--- config.mk ---
export PLATFORM = sky130hd
export DESIGN_NAME = efp_router_in_flat
export DESIGN_NICKNAME = d
export VERILOG_FILES = /design/src/hw/efp_pkg.sv /design/src/hw/efp_if.sv /design/src/hw/efp_router_in.sv /design/src/flat_wrapper.sv
export SDC_FILE = /design/constraint.sdc
export NUM_CORES = 1
export LEC_CHECK = 0
export ABC_CLOCK_PERIOD_IN_PS = 2850
export BUFFER_PORTS_ARGS = -buffer_cell sky130_fd_sc_hd__buf_2
export CORE_UTILIZATION = 45
export DETAILED_ROUTE_END_ITERATION = 7
export GPL_ROUTABILITY_DRIVEN = 0
export MAX_ROUTING_LAYER = met4
export PLACE_DENSITY_LB_ADDON = 0.08
export RECOVER_POWER = 25
export SYNTH_ARGS = -nofsm -noshare
export SYNTH_HDL_FRONTEND = slang
export SYNTH_SLANG_ARGS = --single-unit
--- constraint.sdc ---
create_clock -name clock -period 2.85 [get_ports clock]
set_input_delay 0.7125 -clock clock [delete_from_list [all_inputs] [get_ports clock]]
set_output_delay 0.7125 -clock clock [all_outputs]
set_load 0.03 [all_outputs]
--- src/hw/efp_pkg.sv ---
package efp_pkg;
  // Word layout: flag in bit 8, data byte in bits 7..0, msb is bit 7
  localparam int WORD_W    = 9;
  localparam int FLAG_BIT  = 8;
  localparam int BYTE_MSB  = 7;
  localparam int TERM_BIT  = 0;
  localparam int FIFO_DEPTH = 16;
  // Word kinds
  typedef enum logic [1:0] {EFP_DATA, EFP_EOP, EFP_EEP} efp_kind_t;

  // Classify a word by its flag and terminator bits
  function automatic efp_kind_t word_kind(input logic [WORD_W-1:0] w);
    if (!w[FLAG_BIT])
      return EFP_DATA;
    else if (w[TERM_BIT])
      return EFP_EEP;
    else
      return EFP_EOP;
  endfunction : word_kind
endpackage : efp_pkg

--- src/hw/efp_if.sv ---
`timescale 1ns/1ns
interface efp_if;
  logic [8:0] ext_input_word;
  logic       ext_input_write_strobe_n;
  logic       ext_input_space_avail;
  modport router (input ext_input_word, input ext_input_write_strobe_n,
                  output ext_input_space_avail);
  modport writer (output ext_input_word, output ext_input_write_strobe_n,
                  input ext_input_space_avail);
endinterface : efp_if

--- src/hw/efp_router_in.sv ---
`timescale 1ns/1ns
// Notes on behaviour
// - Nine-bit word; flag clear carries data byte
// - Flag set: bit0 clear EOP, set EEP
// - Bit 7 is the data byte msb
// - Space indication high until FIFO holds DEPTH-1 words
// - Strobe low pushes presented word while a slot is free
module efp_router_in #(
  parameter int DEPTH = efp_pkg::FIFO_DEPTH
) (
  // Clock and reset
  input  wire logic                         clock,
  input  wire logic                         srst,
  // Link to writer
  efp_if.router                             link,
  // Drain side
  output logic [efp_pkg::WORD_W-1:0]        rd_word,
  output efp_pkg::efp_kind_t                rd_kind,
  output logic [7:0]                        rd_byte,
  output logic                              rd_valid,
  input  wire logic                         rd_ready,
  output logic                              overrun_err
);
  // Timing of one word across the link, counted in clock edges:
  //   edge 0: writer takes a user beat and drops its strobe
  //   edge 1: strobe sampled low here, word stored, count rises
  //   edge 2: rd_valid and the new head are seen by the drain
  // The writer shares this clock, so the link needs no resynchroniser;
  // a filtering synchroniser would also swallow single-cycle strobes
  // and break the promise of one word for every low strobe cycle that finds a free slot.

  // Limits a user must know:
  //   DEPTH must be at least 2, so a word can still be taken after
  //   space is withdrawn; a power of two keeps the index logic small.
  //   Terminator bits 7..1 are stored as given and ignored on decode.
  //   A writer that strobes with space low loses that word only once
  //   storage is truly full, and overrun_err records the loss.

  // Derived widths; the fill count needs one bit more than a pointer
  localparam int AW = $clog2(DEPTH);
  localparam int CW = AW + 1;

  // Fill levels: storage full, and the level at which space is withdrawn
  localparam logic [CW-1:0] FULL_LVL  = CW'(DEPTH);
  localparam logic [CW-1:0] CLOSE_LVL = CW'(DEPTH - 1);
  // Last slot index, where the ring pointers wrap
  localparam logic [AW-1:0] LAST_IDX  = AW'(DEPTH - 1);

  // Storage and its bookkeeping
  logic [efp_pkg::WORD_W-1:0] mem_reg [DEPTH];
  logic [AW-1:0]              wr_ptr_reg;
  logic [AW-1:0]              wr_ptr_next;
  logic [AW-1:0]              rd_ptr_reg;
  logic [AW-1:0]              rd_ptr_next;
  logic [CW-1:0]              count_reg;
  logic [CW-1:0]              count_next;

  // Per-cycle events on the link and the drain
  logic                       strobe_low;
  logic                       room;
  logic                       push;
  logic                       pop;
  logic                       full;
  logic                       overrun_next;

  // Advance a ring index, wrapping after the last slot
  function automatic logic [AW-1:0] ring_step(
    input logic [AW-1:0] idx
  );
    if (idx == LAST_IDX)
    begin
      return '0;
    end
    else
    begin
      return idx + 1'b1;
    end
  endfunction : ring_step

  // New fill level from this cycle's push and pop
  function automatic logic [CW-1:0] fill_step(
    input logic [CW-1:0] level,
    input logic          add,
    input logic          sub
  );
    logic [CW-1:0] result;
    result = level;
    if (add && !sub)
    begin
      result = level + 1'b1;
    end
    else if (sub && !add)
    begin
      result = level - 1'b1;
    end
    return result;
  endfunction : fill_step

  // Strobe is active low and sampled straight from the link
  assign strobe_low = !link.ext_input_write_strobe_n;

  // Free slot test shared by the push and the overrun flag
  assign room = (count_reg != FULL_LVL);
  // Each cycle with a low strobe and a free slot takes one word
  assign push = strobe_low && room;
  // Drain takes the head word when it says it is ready
  assign pop  = rd_valid && rd_ready;

  // Space is withdrawn one word early: the writer registers its strobe,
  // so a word it accepts on the last open cycle still finds a slot
  assign full = (count_reg >= CLOSE_LVL);
  assign link.ext_input_space_avail = !full;

  // Storage write; slots need no reset since rd_valid guards the head
  always_ff @(posedge clock)
  begin
    if (push)
    begin
      mem_reg[wr_ptr_reg] <= link.ext_input_word;
    end
  end

  // Next pointer and fill values
  always_comb
  begin
    wr_ptr_next = wr_ptr_reg;
    rd_ptr_next = rd_ptr_reg;
    if (push)
    begin
      wr_ptr_next = ring_step(wr_ptr_reg);
    end
    if (pop)
    begin
      rd_ptr_next = ring_step(rd_ptr_reg);
    end
    count_next = fill_step(count_reg, push, pop);
  end

  // Write pointer
  always_ff @(posedge clock)
  begin
    if (srst)
    begin
      wr_ptr_reg <= '0;
    end
    else
    begin
      wr_ptr_reg <= wr_ptr_next;
    end
  end

  // Read pointer
  always_ff @(posedge clock)
  begin
    if (srst)
    begin
      rd_ptr_reg <= '0;
    end
    else
    begin
      rd_ptr_reg <= rd_ptr_next;
    end
  end

  // Fill count; a push and a pop in one cycle leave it unchanged
  always_ff @(posedge clock)
  begin
    if (srst)
    begin
      count_reg <= '0;
    end
    else
    begin
      count_reg <= count_next;
    end
  end

  // A low strobe met with no free slot means the writer broke the
  // handshake; the word is dropped, as overwriting would corrupt a packet
  assign overrun_next = strobe_low && !room;

  // Sticky flag, cleared only by reset
  always_ff @(posedge clock)
  begin
    if (srst)
    begin
      overrun_err <= 1'b0;
    end
    else if (overrun_next)
    begin
      overrun_err <= 1'b1;
    end
  end

  // Head word is valid whenever anything is stored
  assign rd_valid = (count_reg != '0);

  // Head word, decoded kind and data byte with bit 7 as msb;
  // decoded from the storage flops so the drain sees no extra latency
  always_comb
  begin
    rd_word = mem_reg[rd_ptr_reg];
    rd_kind = efp_pkg::word_kind(rd_word);
    rd_byte = rd_word[efp_pkg::BYTE_MSB:0];
  end
endmodule : efp_router_in

--- src/flat_wrapper.sv ---
// flat-port wrapper written by rule: the top's interface ports become plain ports
module efp_router_in_flat 
#(
  parameter int DEPTH = efp_pkg::FIFO_DEPTH
)
  (clock, srst, rd_word, rd_kind, rd_byte, rd_valid, rd_ready, overrun_err, link_ext_input_word, link_ext_input_write_strobe_n, link_ext_input_space_avail);
  efp_if link_i ();
  input  wire logic clock;
  input  wire logic srst;
  output logic [efp_pkg::WORD_W-1:0] rd_word;
  output efp_pkg::efp_kind_t rd_kind;
  output logic [7:0] rd_byte;
  output logic rd_valid;
  input  wire logic rd_ready;
  output logic overrun_err;
  input wire logic [$bits(link_i.ext_input_word)-1:0] link_ext_input_word;
  input wire logic [$bits(link_i.ext_input_write_strobe_n)-1:0] link_ext_input_write_strobe_n;
  output wire logic [$bits(link_i.ext_input_space_avail)-1:0] link_ext_input_space_avail;
  assign link_i.ext_input_word = link_ext_input_word;
  assign link_i.ext_input_write_strobe_n = link_ext_input_write_strobe_n;
  assign link_ext_input_space_avail = link_i.ext_input_space_avail;
  efp_router_in #(.DEPTH(DEPTH)) u_core (.clock(clock), .srst(srst), .link(link_i), .rd_word(rd_word), .rd_kind(rd_kind), .rd_byte(rd_byte), .rd_valid(rd_valid), .rd_ready(rd_ready), .overrun_err(overrun_err));
endmodule
# After elaboration in Yosys (flattened, before gate mapping)
# Memory sizes are Yosys's and may differ from the RTL's. A register that Yosys moved wholly into a read port is not among the register bits.
# Cells that the tools add are included.
# totals
reg_bits,14
ram_bits,144
in_bits,13
word_cells,35
mem_count,1
# memory_table
name,depth,word_bits,read_ports,rd_clocked_by_memory_dff,wr,line,text
u_core.mem_reg,16,9,1,1,1,efp_router_in.sv:50,logic [efp_pkg::WORD_W-1:0] mem_reg [DEPTH];
# op_classes
n_addsub,4
n_lt_le_gt_ge,1
n_eq_ne,3
mux,10
n_reduce_logical,12
# op_table
op,count
$mux 4,4
$mux 5,2
$add 4x1->4 const B,2
$eq 4x4->1 const B,2
$add 5x1->5 const B,1
$ge 5x4->1 const B,1
$logic_and 1x1->1,5
$logic_not 1->1,5
$ne 5x5->1 const B,1
$reduce_bool 5->1,1
$sub 5x1->5 const B,1
$mux 2,2
$mux 1,2
$reduce_bool 2->1,1

# Logic depth before layout (Yosys ltp)
# Gate-level depths: netlist of run 1.
# depth
depth_word,6
mapped_depth,9
mapped_depth_nobuf,9

# Least setup slack after synthesis of run 1
# No wires, ideal clock.
# synth_timing
path_type,reg-to-reg
from,reg u_core.count_reg[0]
to,reg u_core.count_reg[4]
setup_ns,0.121
arrival_ns,2.750
setup_slack_ns,-0.021
path_stages_with_launch,10
path_buffers,0
period_less_slack_ns,2.871
cell_sequence,dfxtp_1 or4_1 o21ai_2 ha_1 inv_1 fa_1 a21o_1 a21oi_1 mux2i_1 mux2_2
# synth_via
elab_chain_cells,5
# synth_lines
item,line,text
start: declaration,efp_router_in.sv:55,logic [CW-1:0] count_reg;
start signal: assignment,efp_router_in.sv:174,count_reg <= count_next;
branches (longest 5 deep; another with $sub 5x1->5),--,
# Several ways; the timed one is not identified. The select of a mux whose other input is x is not followed.
# A chain may end at the register's enable or synchronous reset.

==> results of run 1 <==
-- per-layer routing --
layer,wire length (um),share of wire (%),global-route usage (%)
met5,0,0,-
met4,183,1.5,7.681
met3,568,4.5,3.782
met2,6105,48,28.11
met1,5761,46,25.32
-- layout make-up --
type	instances	area, um^2
clock buffer	17	425.4
sequential	162	4691
inverter	7	26.28
multi-input combinational	145	1695
fill	1139	6364
timing repair buffer	71	528.0
clock inverter	15	141.4
tap	180	225.2
-- repair_timing --
action	CTS	global route
gates resized for setup	35	10
endpoints found under the hold margin	0	0
buffers inserted	1	0
setup endpoints to repair	19	20
-- final timing paths --
| kind | to | depth (start not counted) |
|---|---|---|
| min reg2reg | u_core.overrun_err | 2 |
| max reg2reg | u_core.count_reg[4] | 9 |
| min | u_core.overrun_err | 2 |
| max | rd_word[5] | 4 |
-- cells in the mapped netlist (2+ instances only) --
cell type	n	share of area, %
mux4_2	14	4.8
mux2i_1	5	0.76
inv_1	7	0.40
xor2_1	4	0.53
edfxtp_1	144	65
nand3_1	2	0.15
buf_8	2	0.45
a31oi_1	2	0.19
nor3_1	5	0.38
nor2_1	30	1.7
dfxtp_1	18	5.5
clkbuf_1	8	0.45
a22oi_1	2	0.23
buf_4	8	0.91
ha_1	9	1.7
mux4_1	29	12
o21ai_0	2	0.15
a21oi_1	6	0.45
nand2b_1	2	0.19
nand2_1	11	0.63
a21o_1	3	0.34
buf_1	2	0.11
nor2b_1	2	0.19
-- worst min-delay path, cell delays in order (launching register included) --
cell     delay (ns)
dfxtp_1        0.33
a31oi_1        0.04
nor2_1         0.08
-- stage by stage --
step	power, mW	hold WS [ns]	area [um^2]
5_1_grt	7.046	0.5373	7732
6_report	6.757	0.4848	7732
4_1_cts	6.775	0.4928	7717
3_3_place_gp	4.488	0.4472	7151
2_1_floorplan	4.088	0.4650	6610
3_5_place_dp	4.512	0.4773	7151
-- power by group --
group          leakage (nW)  internal [mW]  switching [mW]
Sequential             1.45           2.70          0.0831
Combinational         0.906          0.837           0.963
Clock                 0.279           1.28           0.891
-- logic make-up after synthesis --
logic type | after synthesis | share of synthesized area [%]
buffers and inverters | 30 | 2.879
adders and majority gates | 10 | 2.008
DFF | 162 | 70.91
xor gates and xnor gates | 5 | 0.6628
AOI/OAI and AO/OA | 22 | 2.330
muxes | 49 | 17.23
and+or+nand+nor | 59 | 3.978
==> results.py, run 1 <==
metrics = {
    "setup_path": {
        "end_kind": "output pin",
        "rr_startpoint": "u_core.count_reg[0]",
        "crit_type": "flop to output pin",
        "worstPathBufferInverterCount": 2,
        "cp.arrival_ns": 2.23,
        "cp_data_required_time_ns": 2.14,
        "slowest_delay_ns": 0.58,
        "reg2reg_setup_slack_ns": 0.11,
        "slowest_stage": "mux4_1",
        "start_kind": "flop",
        "worstPathMaxFanout": 13,
        "critical-path-top-delay-family": "multiplexers",
        "crit_chain": "buf_12, mux4_1, mux4_2, buf_4",
    },
    "floorplanning": {
        "initial_core_util_pct": 46.87,
        "dieArea_um2": 15170,
        "die_y_um": 123.2,
        "ios": 35,
        "num_rows": 43,
        "core_um2": 14100,
        "die_w_um": 123.2,
    },
    "synth": {
        "synthesis.nets": 360,
        "syn-instance-count": 337,
        "synth_cell_type_count": 43,
        "synth-edff-count": 144,
        "seq_area_frac_synth_pct": 70.91,
        "synthArstFlopShare_pct": 0,
        "synth-seq-cells": 162,
        "syn_area_um2": 6606,
        "avgSynthCellArea_um2": 19.60,
        "yosys_warnings": 0,
        "ys.flop_type": "edfxtp_1",
    },
    "timing": {
        "max_clock_freq_mhz": 339.5,
        "worst_clock_skew_ns": 0.007011,
        "slew_headroom_pct": 29.60,
        "worst_pin_slew_ns": 1.052,
        "tns_ns": -1.142,
        "period_share_pct": 103.4,
        "final-hold-violation-count": 0,
        "drv_slew": 0,
        "fin_crit_ns": 2.946,
        "rsz0062_at_grt": "yes",
        "worst_slack_ns": -0.09553,
        "finalSetupViolCount": 17,
    },
    "pwr": {
        "vdd_drop_max_v": 0.0005825,
        "power_density_nw_per_um2": 873.9,
        "leakagePower_nw": 2.635,
    },
    "clock_tree": {
        "root_buffer": "clkbuf_16",
        "ctsLongestPathBuffers": 2,
        "cts_buffers": 17,
        "cts_sinks": 162,
        "ctsHoldBuffers": 0,
        "cts_tree": "done",
        "clk-insertion-delay-late_ns": 0.42,
        "clk_pin_slew_worst_paths_ns": 0.06,
        "cts_max_level": 4,
    },
    "cells_and_area": {
        "fin_util_pct": 54.86,
        "fin_cells": 597,
        "final_cell_mix": "edfxtp_1, buf_4, mux4_2, nor2_1, clkbuf_16",
        "final_common_cell": "edfxtp_1",
        "antenna_cells": 0,
        "drive_gt1_share_pct": 33.09,
        "nets": 427,
        "synthToLayoutAreaGrowth_pct": 17.05,
        "largest_register_ffs": 144,
    },
    "grt": {
        "grt_pass1_vias": 3145,
        "antenna_found_initial": 0,
        "grt_max_degree": 34,
        "grt_util_all_layers_pct": 18.79,
        "grt_overflow_total": 0,
        "grt_first_pass_wirelength_um": 18840,
    },
    "run_status": {
        "violations": "negative setup slack",
        "outcome": "finished with violations",
    },
    "min_path": {
        "min_path_type": "flop to flop",
        "hold_start": "u_core.overrun_err",
    },
    "place": {
        "placed_cells": 564,
        "hpwl_um": 8008,
        "portBuffers": 34,
        "place_ws_ns": 0.02303,
    },
    "route": {
        "wire_per_inst_um": 21.14,
        "drtIter0Drc": 253,
        "antenna_left": 0,
        "avgViaCountPerCell": 5.434,
        "drc_errors": 0,
        "drt_wl_total_um": 12620,
        "vias": 3244,
        "dr.pass1.iters": 4,
    },
    "flow_run": {
        "cap_violations": 0,
    },
}
No activity file was read; power rests on OpenSTA's default activity.
==> run 2: changes to the inputs <==
--- a/config.mk
+++ b/config.mk
@@ -7,7 +7,7 @@
 export LEC_CHECK = 0
 export ABC_CLOCK_PERIOD_IN_PS = 2850
 export BUFFER_PORTS_ARGS = -buffer_cell sky130_fd_sc_hd__buf_2
-export CORE_UTILIZATION = 45
+export CORE_UTILIZATION = 34
 export DETAILED_ROUTE_END_ITERATION = 7
 export GPL_ROUTABILITY_DRIVEN = 0
 export MAX_ROUTING_LAYER = met4
==> results.py, run 2 (synthesis results as in run 1) <==
metrics = {
    "timing": {
        "final-hold-violation-count": 0,
        "rsz0062_at_grt": "yes",
        "worst_clock_skew_ns": 0.008509,
        "slew_headroom_pct": 21.58,
        "fin_crit_ns": 3.007,
        "holdWs_ns": 0.4739,
        "max_clock_freq_mhz": 332.5,
        "period_share_pct": 105.5,
        "drv_slew": 0,
        "worst_pin_slew_ns": 1.172,
        "finalSetupViolCount": 17,
        "worst_slack_ns": -0.1573,
    },
    "setup_path": {
        "cp.arrival_ns": 2.29,
        "worstPathBufferInverterCount": 2,
        "critical-path-top-delay-family": "multiplexers",
        "slowest_stage": "mux4_1",
        "crit_chain": "buf_12, mux4_1, mux4_2, buf_4",
        "cp_data_required_time_ns": 2.14,
        "reg2reg_setup_slack_ns": 0.19,
        "slowest_delay_ns": 0.62,
        "r2r-end": "u_core.count_reg[4]",
        "start_kind": "flop",
        "rr_startpoint": "u_core.count_reg[2]",
        "crit_type": "flop to output pin",
        "end_kind": "output pin",
        "rr_worst_depth": 9,
        "worstPathMaxFanout": 12,
    },
    "clock_tree": {
        "cts_tree": "done",
        "ctsHoldBuffers": 0,
        "cts_max_level": 4,
        "cts_sinks": 162,
        "clk_pin_slew_worst_paths_ns": 0.06,
        "cts_buffers": 17,
        "clk-insertion-delay-late_ns": 0.42,
        "root_buffer": "clkbuf_16",
        "ctsLongestPathBuffers": 2,
    },
    "cells_and_area": {
        "final_cell_mix": "edfxtp_1, buf_4, nor2_1, mux4_2, mux4_1",
        "nets": 431,
        "regArea_um2": 4688,
        "drive_gt1_share_pct": 33.02,
        "fin_area_um2": 8068,
        "final_common_cell": "edfxtp_1",
        "synthToLayoutAreaGrowth_pct": 22.12,
        "multiInputGateArea_um2": 1737,
        "largest_register_ffs": 144,
        "fill_cells": 1715,
    },
    "grt": {
        "grt_util_all_layers_pct": 16.10,
        "grt_pass1_vias": 3479,
        "grt_overflow_total": 0,
        "grt_max_degree": 34,
        "grt_first_pass_wirelength_um": 21950,
        "antenna_found_initial": 2,
    },
    "route": {
        "drc_errors": 0,
        "antenna_left": 0,
        "drt_wl_total_um": 14580,
        "drtIter0Drc": 246,
        "dr.pass1.iters": 4,
        "wire_per_inst_um": 21.34,
        "vias": 3296,
        "avgViaCountPerCell": 4.826,
    },
    "run_status": {
        "violations": "negative setup slack",
        "outcome": "finished with violations",
    },
    "pwr": {
        "vdd_drop_max_v": 0.0004365,
        "power_density_nw_per_um2": 894.5,
        "leakagePower_nw": 2.750,
    },
    "flow_run": {
        "cap_violations": 0,
    },
    "floorplanning": {
        "die_w_um": 141.4,
        "ios": 35,
        "num_rows": 50,
        "core_um2": 18890,
        "initial_core_util_pct": 34.97,
        "die_y_um": 141.4,
        "dieArea_um2": 19990,
    },
    "min_path": {
        "min_path_cells": 2,
        "hold_start": "u_core.overrun_err",
        "min_path_type": "flop to flop",
        "hold_path_end": "u_core.overrun_err",
    },
    "place": {
        "post_dp_cell_area_um2": 7263,
        "hpwl_um": 8948,
        "portBuffers": 34,
    },
}
## run 2: cell types whose count changed in the layout (fill, tap and decap cells not counted), moves of 4 or more
cell,delta
mux4_1,+7
nor3_2,+4
mux4_2,-7
buf_6,+6
nor3_1,-4
clkinv_2,-4
## run 2: where the power goes
part / switching (mW) / leakage, nW / internal [mW]
combinational: 1.01 / 0.998 / 0.939
clock: 0.922 / 0.304 / 1.56
sequential: 0.0832 / 1.45 / 2.70
## run 2: how the worst max path moves through the flow
| stage | from | endpoint | slack, ns | cells past startpoint |
|---|---|---|---|---|
| 2_1_floorplan | u_core.count_reg[0] | u_core.count_reg[4] | 0.005 | 9 |
| 3_3_place_gp | link_ext_input_write_strobe_n | u_core.count_reg[4] | 0.15 | 9 |
| 3_5_place_dp | link_ext_input_write_strobe_n | u_core.count_reg[4] | 0.10 | 9 |
| 4_1_cts | flop | rd_word[4] | -0.18 | 5 |
| 5_1_grt | flop | rd_byte[4] | -0.21 | 5 |
| 6_report | flop | rd_byte[4] | -0.16 | 4 |
## run 2: area by class of cell
class                   count  share of cell area, %
well taps                 260                  4.032
diodes                      2                0.06203
clock buffers              19                  5.366
flip-flops and latches    162                  58.11
multi-input cells         145                  21.53
repair buffers             75                  7.987
inverters                   7                 0.3257
clock inverters            13                  2.590
## run 2: tightest hold or removal path, stage by stage (launching register included)
cell and delay (ns):
dfxtp_1 0.32, a31oi_1 0.04, nor2_1 0.08
## run 2: repair_timing
item,CTS,global route
endpoints found under the setup margin,19,20
pin swaps,4,1
setup buffers,4,0
gates resized for setup,40,8
cloned,2,0
## run 2: metal layers
| metal | up-vias | GRT usage [%] | part of all wire [%] |
|---|---|---|---|
| met3 | 7 | 3.814 | 3.0 |
| met5 | - | - | 0 |
| met2 | 41 | 25.40 | 50 |
| met1 | 1742 | 20.60 | 47 |
| li1 | 1506 | - | - |
| met4 | 0 | 5.093 | 0.67 |
## run 2: through the flow
step	total power, mW	util [%]	setup WS [ns]	setup TNS [ns]	instances
after CTS	7.262	42.56	-0.1795	-2.404	681
after global routing	7.525	42.70	-0.2140	-3.054	683
after floorplan	4.088	-	0.005419	0	337
after detailed placement	4.533	38.44	0.1041	0	643
final	7.217	42.70	-0.1573	-1.906	683
after global placement	4.530	38.44	0.1456	0	643
==> run 3: changes to the inputs <==
--- a/config.mk
+++ b/config.mk
@@ -7,7 +7,7 @@
 export LEC_CHECK = 0
 export ABC_CLOCK_PERIOD_IN_PS = 2850
 export BUFFER_PORTS_ARGS = -buffer_cell sky130_fd_sc_hd__buf_2
-export CORE_UTILIZATION = 34
+export CORE_UTILIZATION = 25
 export DETAILED_ROUTE_END_ITERATION = 7
 export GPL_ROUTABILITY_DRIVEN = 0
 export MAX_ROUTING_LAYER = met4
==> results.py, run 3 (synthesis results as in run 1) <==
metrics = {
    "run_status": {
        "outcome": "finished with violations",
        "violations": "negative setup slack",
    },
    "timing": {
        "period_share_pct": 104.7,
        "fin_crit_ns": 2.985,
        "max_clock_freq_mhz": 335.0,
        "worst_pin_slew_ns": 0.6788,
        "drv_slew": 0,
        "slew_headroom_pct": 54.75,
        "rsz0062_at_grt": "yes",
        "worst_clock_skew_ns": 0.01149,
        "finalSetupViolCount": 17,
        "worst_slack_ns": -0.1348,
        "final-hold-violation-count": 0,
    },
    "grt": {
        "grt_first_pass_wirelength_um": 23340,
        "grt_pass1_vias": 3524,
        "antenna_found_initial": 0,
        "grt_max_degree": 34,
        "grt_overflow_total": 0,
        "grt_util_all_layers_pct": 12.91,
    },
    "route": {
        "antenna_left": 0,
        "drc_errors": 0,
        "drt_wl_total_um": 15930,
        "vias": 3326,
        "dr.pass1.iters": 4,
        "avgViaCountPerCell": 4.411,
        "wire_per_inst_um": 21.13,
        "drtIter0Drc": 217,
    },
    "setup_path": {
        "worstPathMaxFanout": 11,
        "crit_chain": "buf_12, mux4_1, mux4_2, buf_4",
        "critical-path-top-delay-family": "multiplexers",
        "slowest_stage": "mux4_1",
        "cp_data_required_time_ns": 2.14,
        "crit_type": "flop to output pin",
        "start_kind": "flop",
        "slowest_delay_ns": 0.58,
        "worstPathBufferInverterCount": 2,
        "cp.arrival_ns": 2.27,
        "end_kind": "output pin",
    },
    "cells_and_area": {
        "fin_util_pct": 30.74,
        "drive_gt1_share_pct": 35.08,
        "regArea_um2": 4690,
        "nets": 430,
        "synthToLayoutAreaGrowth_pct": 20.91,
        "final_cell_mix": "edfxtp_1, buf_4, mux4_2, nor2_1, clkbuf_16",
        "multiInputGateArea_um2": 1707,
        "fin_cells": 754,
        "final_common_cell": "edfxtp_1",
        "fin_area_um2": 7988,
        "largest_register_ffs": 144,
        "antenna_cells": 0,
        "fill_cells": 2579,
    },
    "clock_tree": {
        "cts_max_level": 4,
        "clk_pin_slew_worst_paths_ns": 0.07,
        "cts_sinks": 162,
        "ctsHoldBuffers": 0,
        "cts_tree": "done",
        "ctsLongestPathBuffers": 2,
        "cts_buffers": 17,
        "clk-insertion-delay-late_ns": 0.43,
        "root_buffer": "clkbuf_16",
    },
    "place": {
        "placed_cells": 722,
        "hpwl_um": 9995,
        "place_ws_ns": 0.1028,
        "post_dp_cell_area_um2": 7400,
        "portBuffers": 34,
    },
    "pwr": {
        "vdd_drop_max_v": 0.0003564,
        "power_density_nw_per_um2": 865.9,
        "leakagePower_nw": 2.665,
    },
    "flow_run": {
        "cap_violations": 0,
    },
    "floorplanning": {
        "ios": 35,
        "core_um2": 25980,
        "initial_core_util_pct": 25.42,
        "dieArea_um2": 27080,
        "die_y_um": 164.6,
        "die_w_um": 164.6,
        "num_rows": 59,
    },
    "min_path": {
        "min_path_type": "flop to flop",
    },
}
-- run 3: cell types whose count changed in the layout (fill, tap and decap cells not counted), sizes merged --
| cell | change |
|---|---|
| clkinv | +3 |
| bufinv | -3 |
| clkinvlp | +1 |
| buf | -1 |
| diode | -2 |
| clkbuf | -2 |
-- run 3: what timing repair did --
action	4_1_cts	5_1_grt
endpoints found under the hold margin	0	0
setup endpoints to repair	19	20
buffers inserted	0	1
resized for setup	33	18
-- run 3: path summary, 6_finish.rpt --
check                      startpoint                  end  slack [ns]  cells past startpoint
hold / removal     u_core.overrun_err   u_core.overrun_err        0.48                      2
setup / recovery                 flop           rd_word[3]       -0.13                      4
setup reg to reg  u_core.count_reg[0]  u_core.count_reg[4]        0.13                      9
hold reg to reg    u_core.overrun_err   u_core.overrun_err        0.48                      2
-- run 3: final cells by class --
type | count | share of cell area, %
Sequential cell | 162 | 58.71
Multi-Input combinational cell | 145 | 21.37
Timing Repair Buffer | 74 | 7.268
Clock buffer | 17 | 5.326
Tap cell | 335 | 5.247
Clock inverter | 14 | 1.754
Inverter | 7 | 0.3289
-- run 3: per-stage QoR --
stage	power, mW	hold slack [ns]	TNS, ns
finish	6.916	0.4830	-1.395
global route	7.237	0.5415	-2.883
CTS	6.952	0.4941	-2.350
detailed placement	4.602	0.4648	0
global placement	4.606	0.4708	0
floorplan	4.088	0.4650	0
-- run 3: routing by layer --
metal,vias to the layer above,wire length (um),GRT usage (%),part of all wire [%]
met5,-,0,-,0
met2,55,7830,20.19,49
met4,0,238,3.962,1.5
li1,1489,-,-,-
met1,1763,7419,16.49,47
met3,19,439,3.189,2.8
-- run 3: worst reg2reg max path: stages, from the launching register on --
cell and delay (ns):
dfxtp_1 0.31, or4_4 0.55, o21ai_4 0.18, ha_2 0.20
inv_1 0.07, fa_1 0.40, a21o_1 0.20, a21oi_2 0.14
mux2i_1 0.20, mux2_2 0.34
-- run 3: report_power, final --
| group | switching [mW] | leakage, nW | internal [mW] |
|---|---|---|---|
| Sequential | 0.0847 | 1.45 | 2.70 |
| Combinational | 1.02 | 0.948 | 0.889 |
| Clock | 0.946 | 0.269 | 1.28 |
| Total | 2.05 | 2.67 | 4.87 |
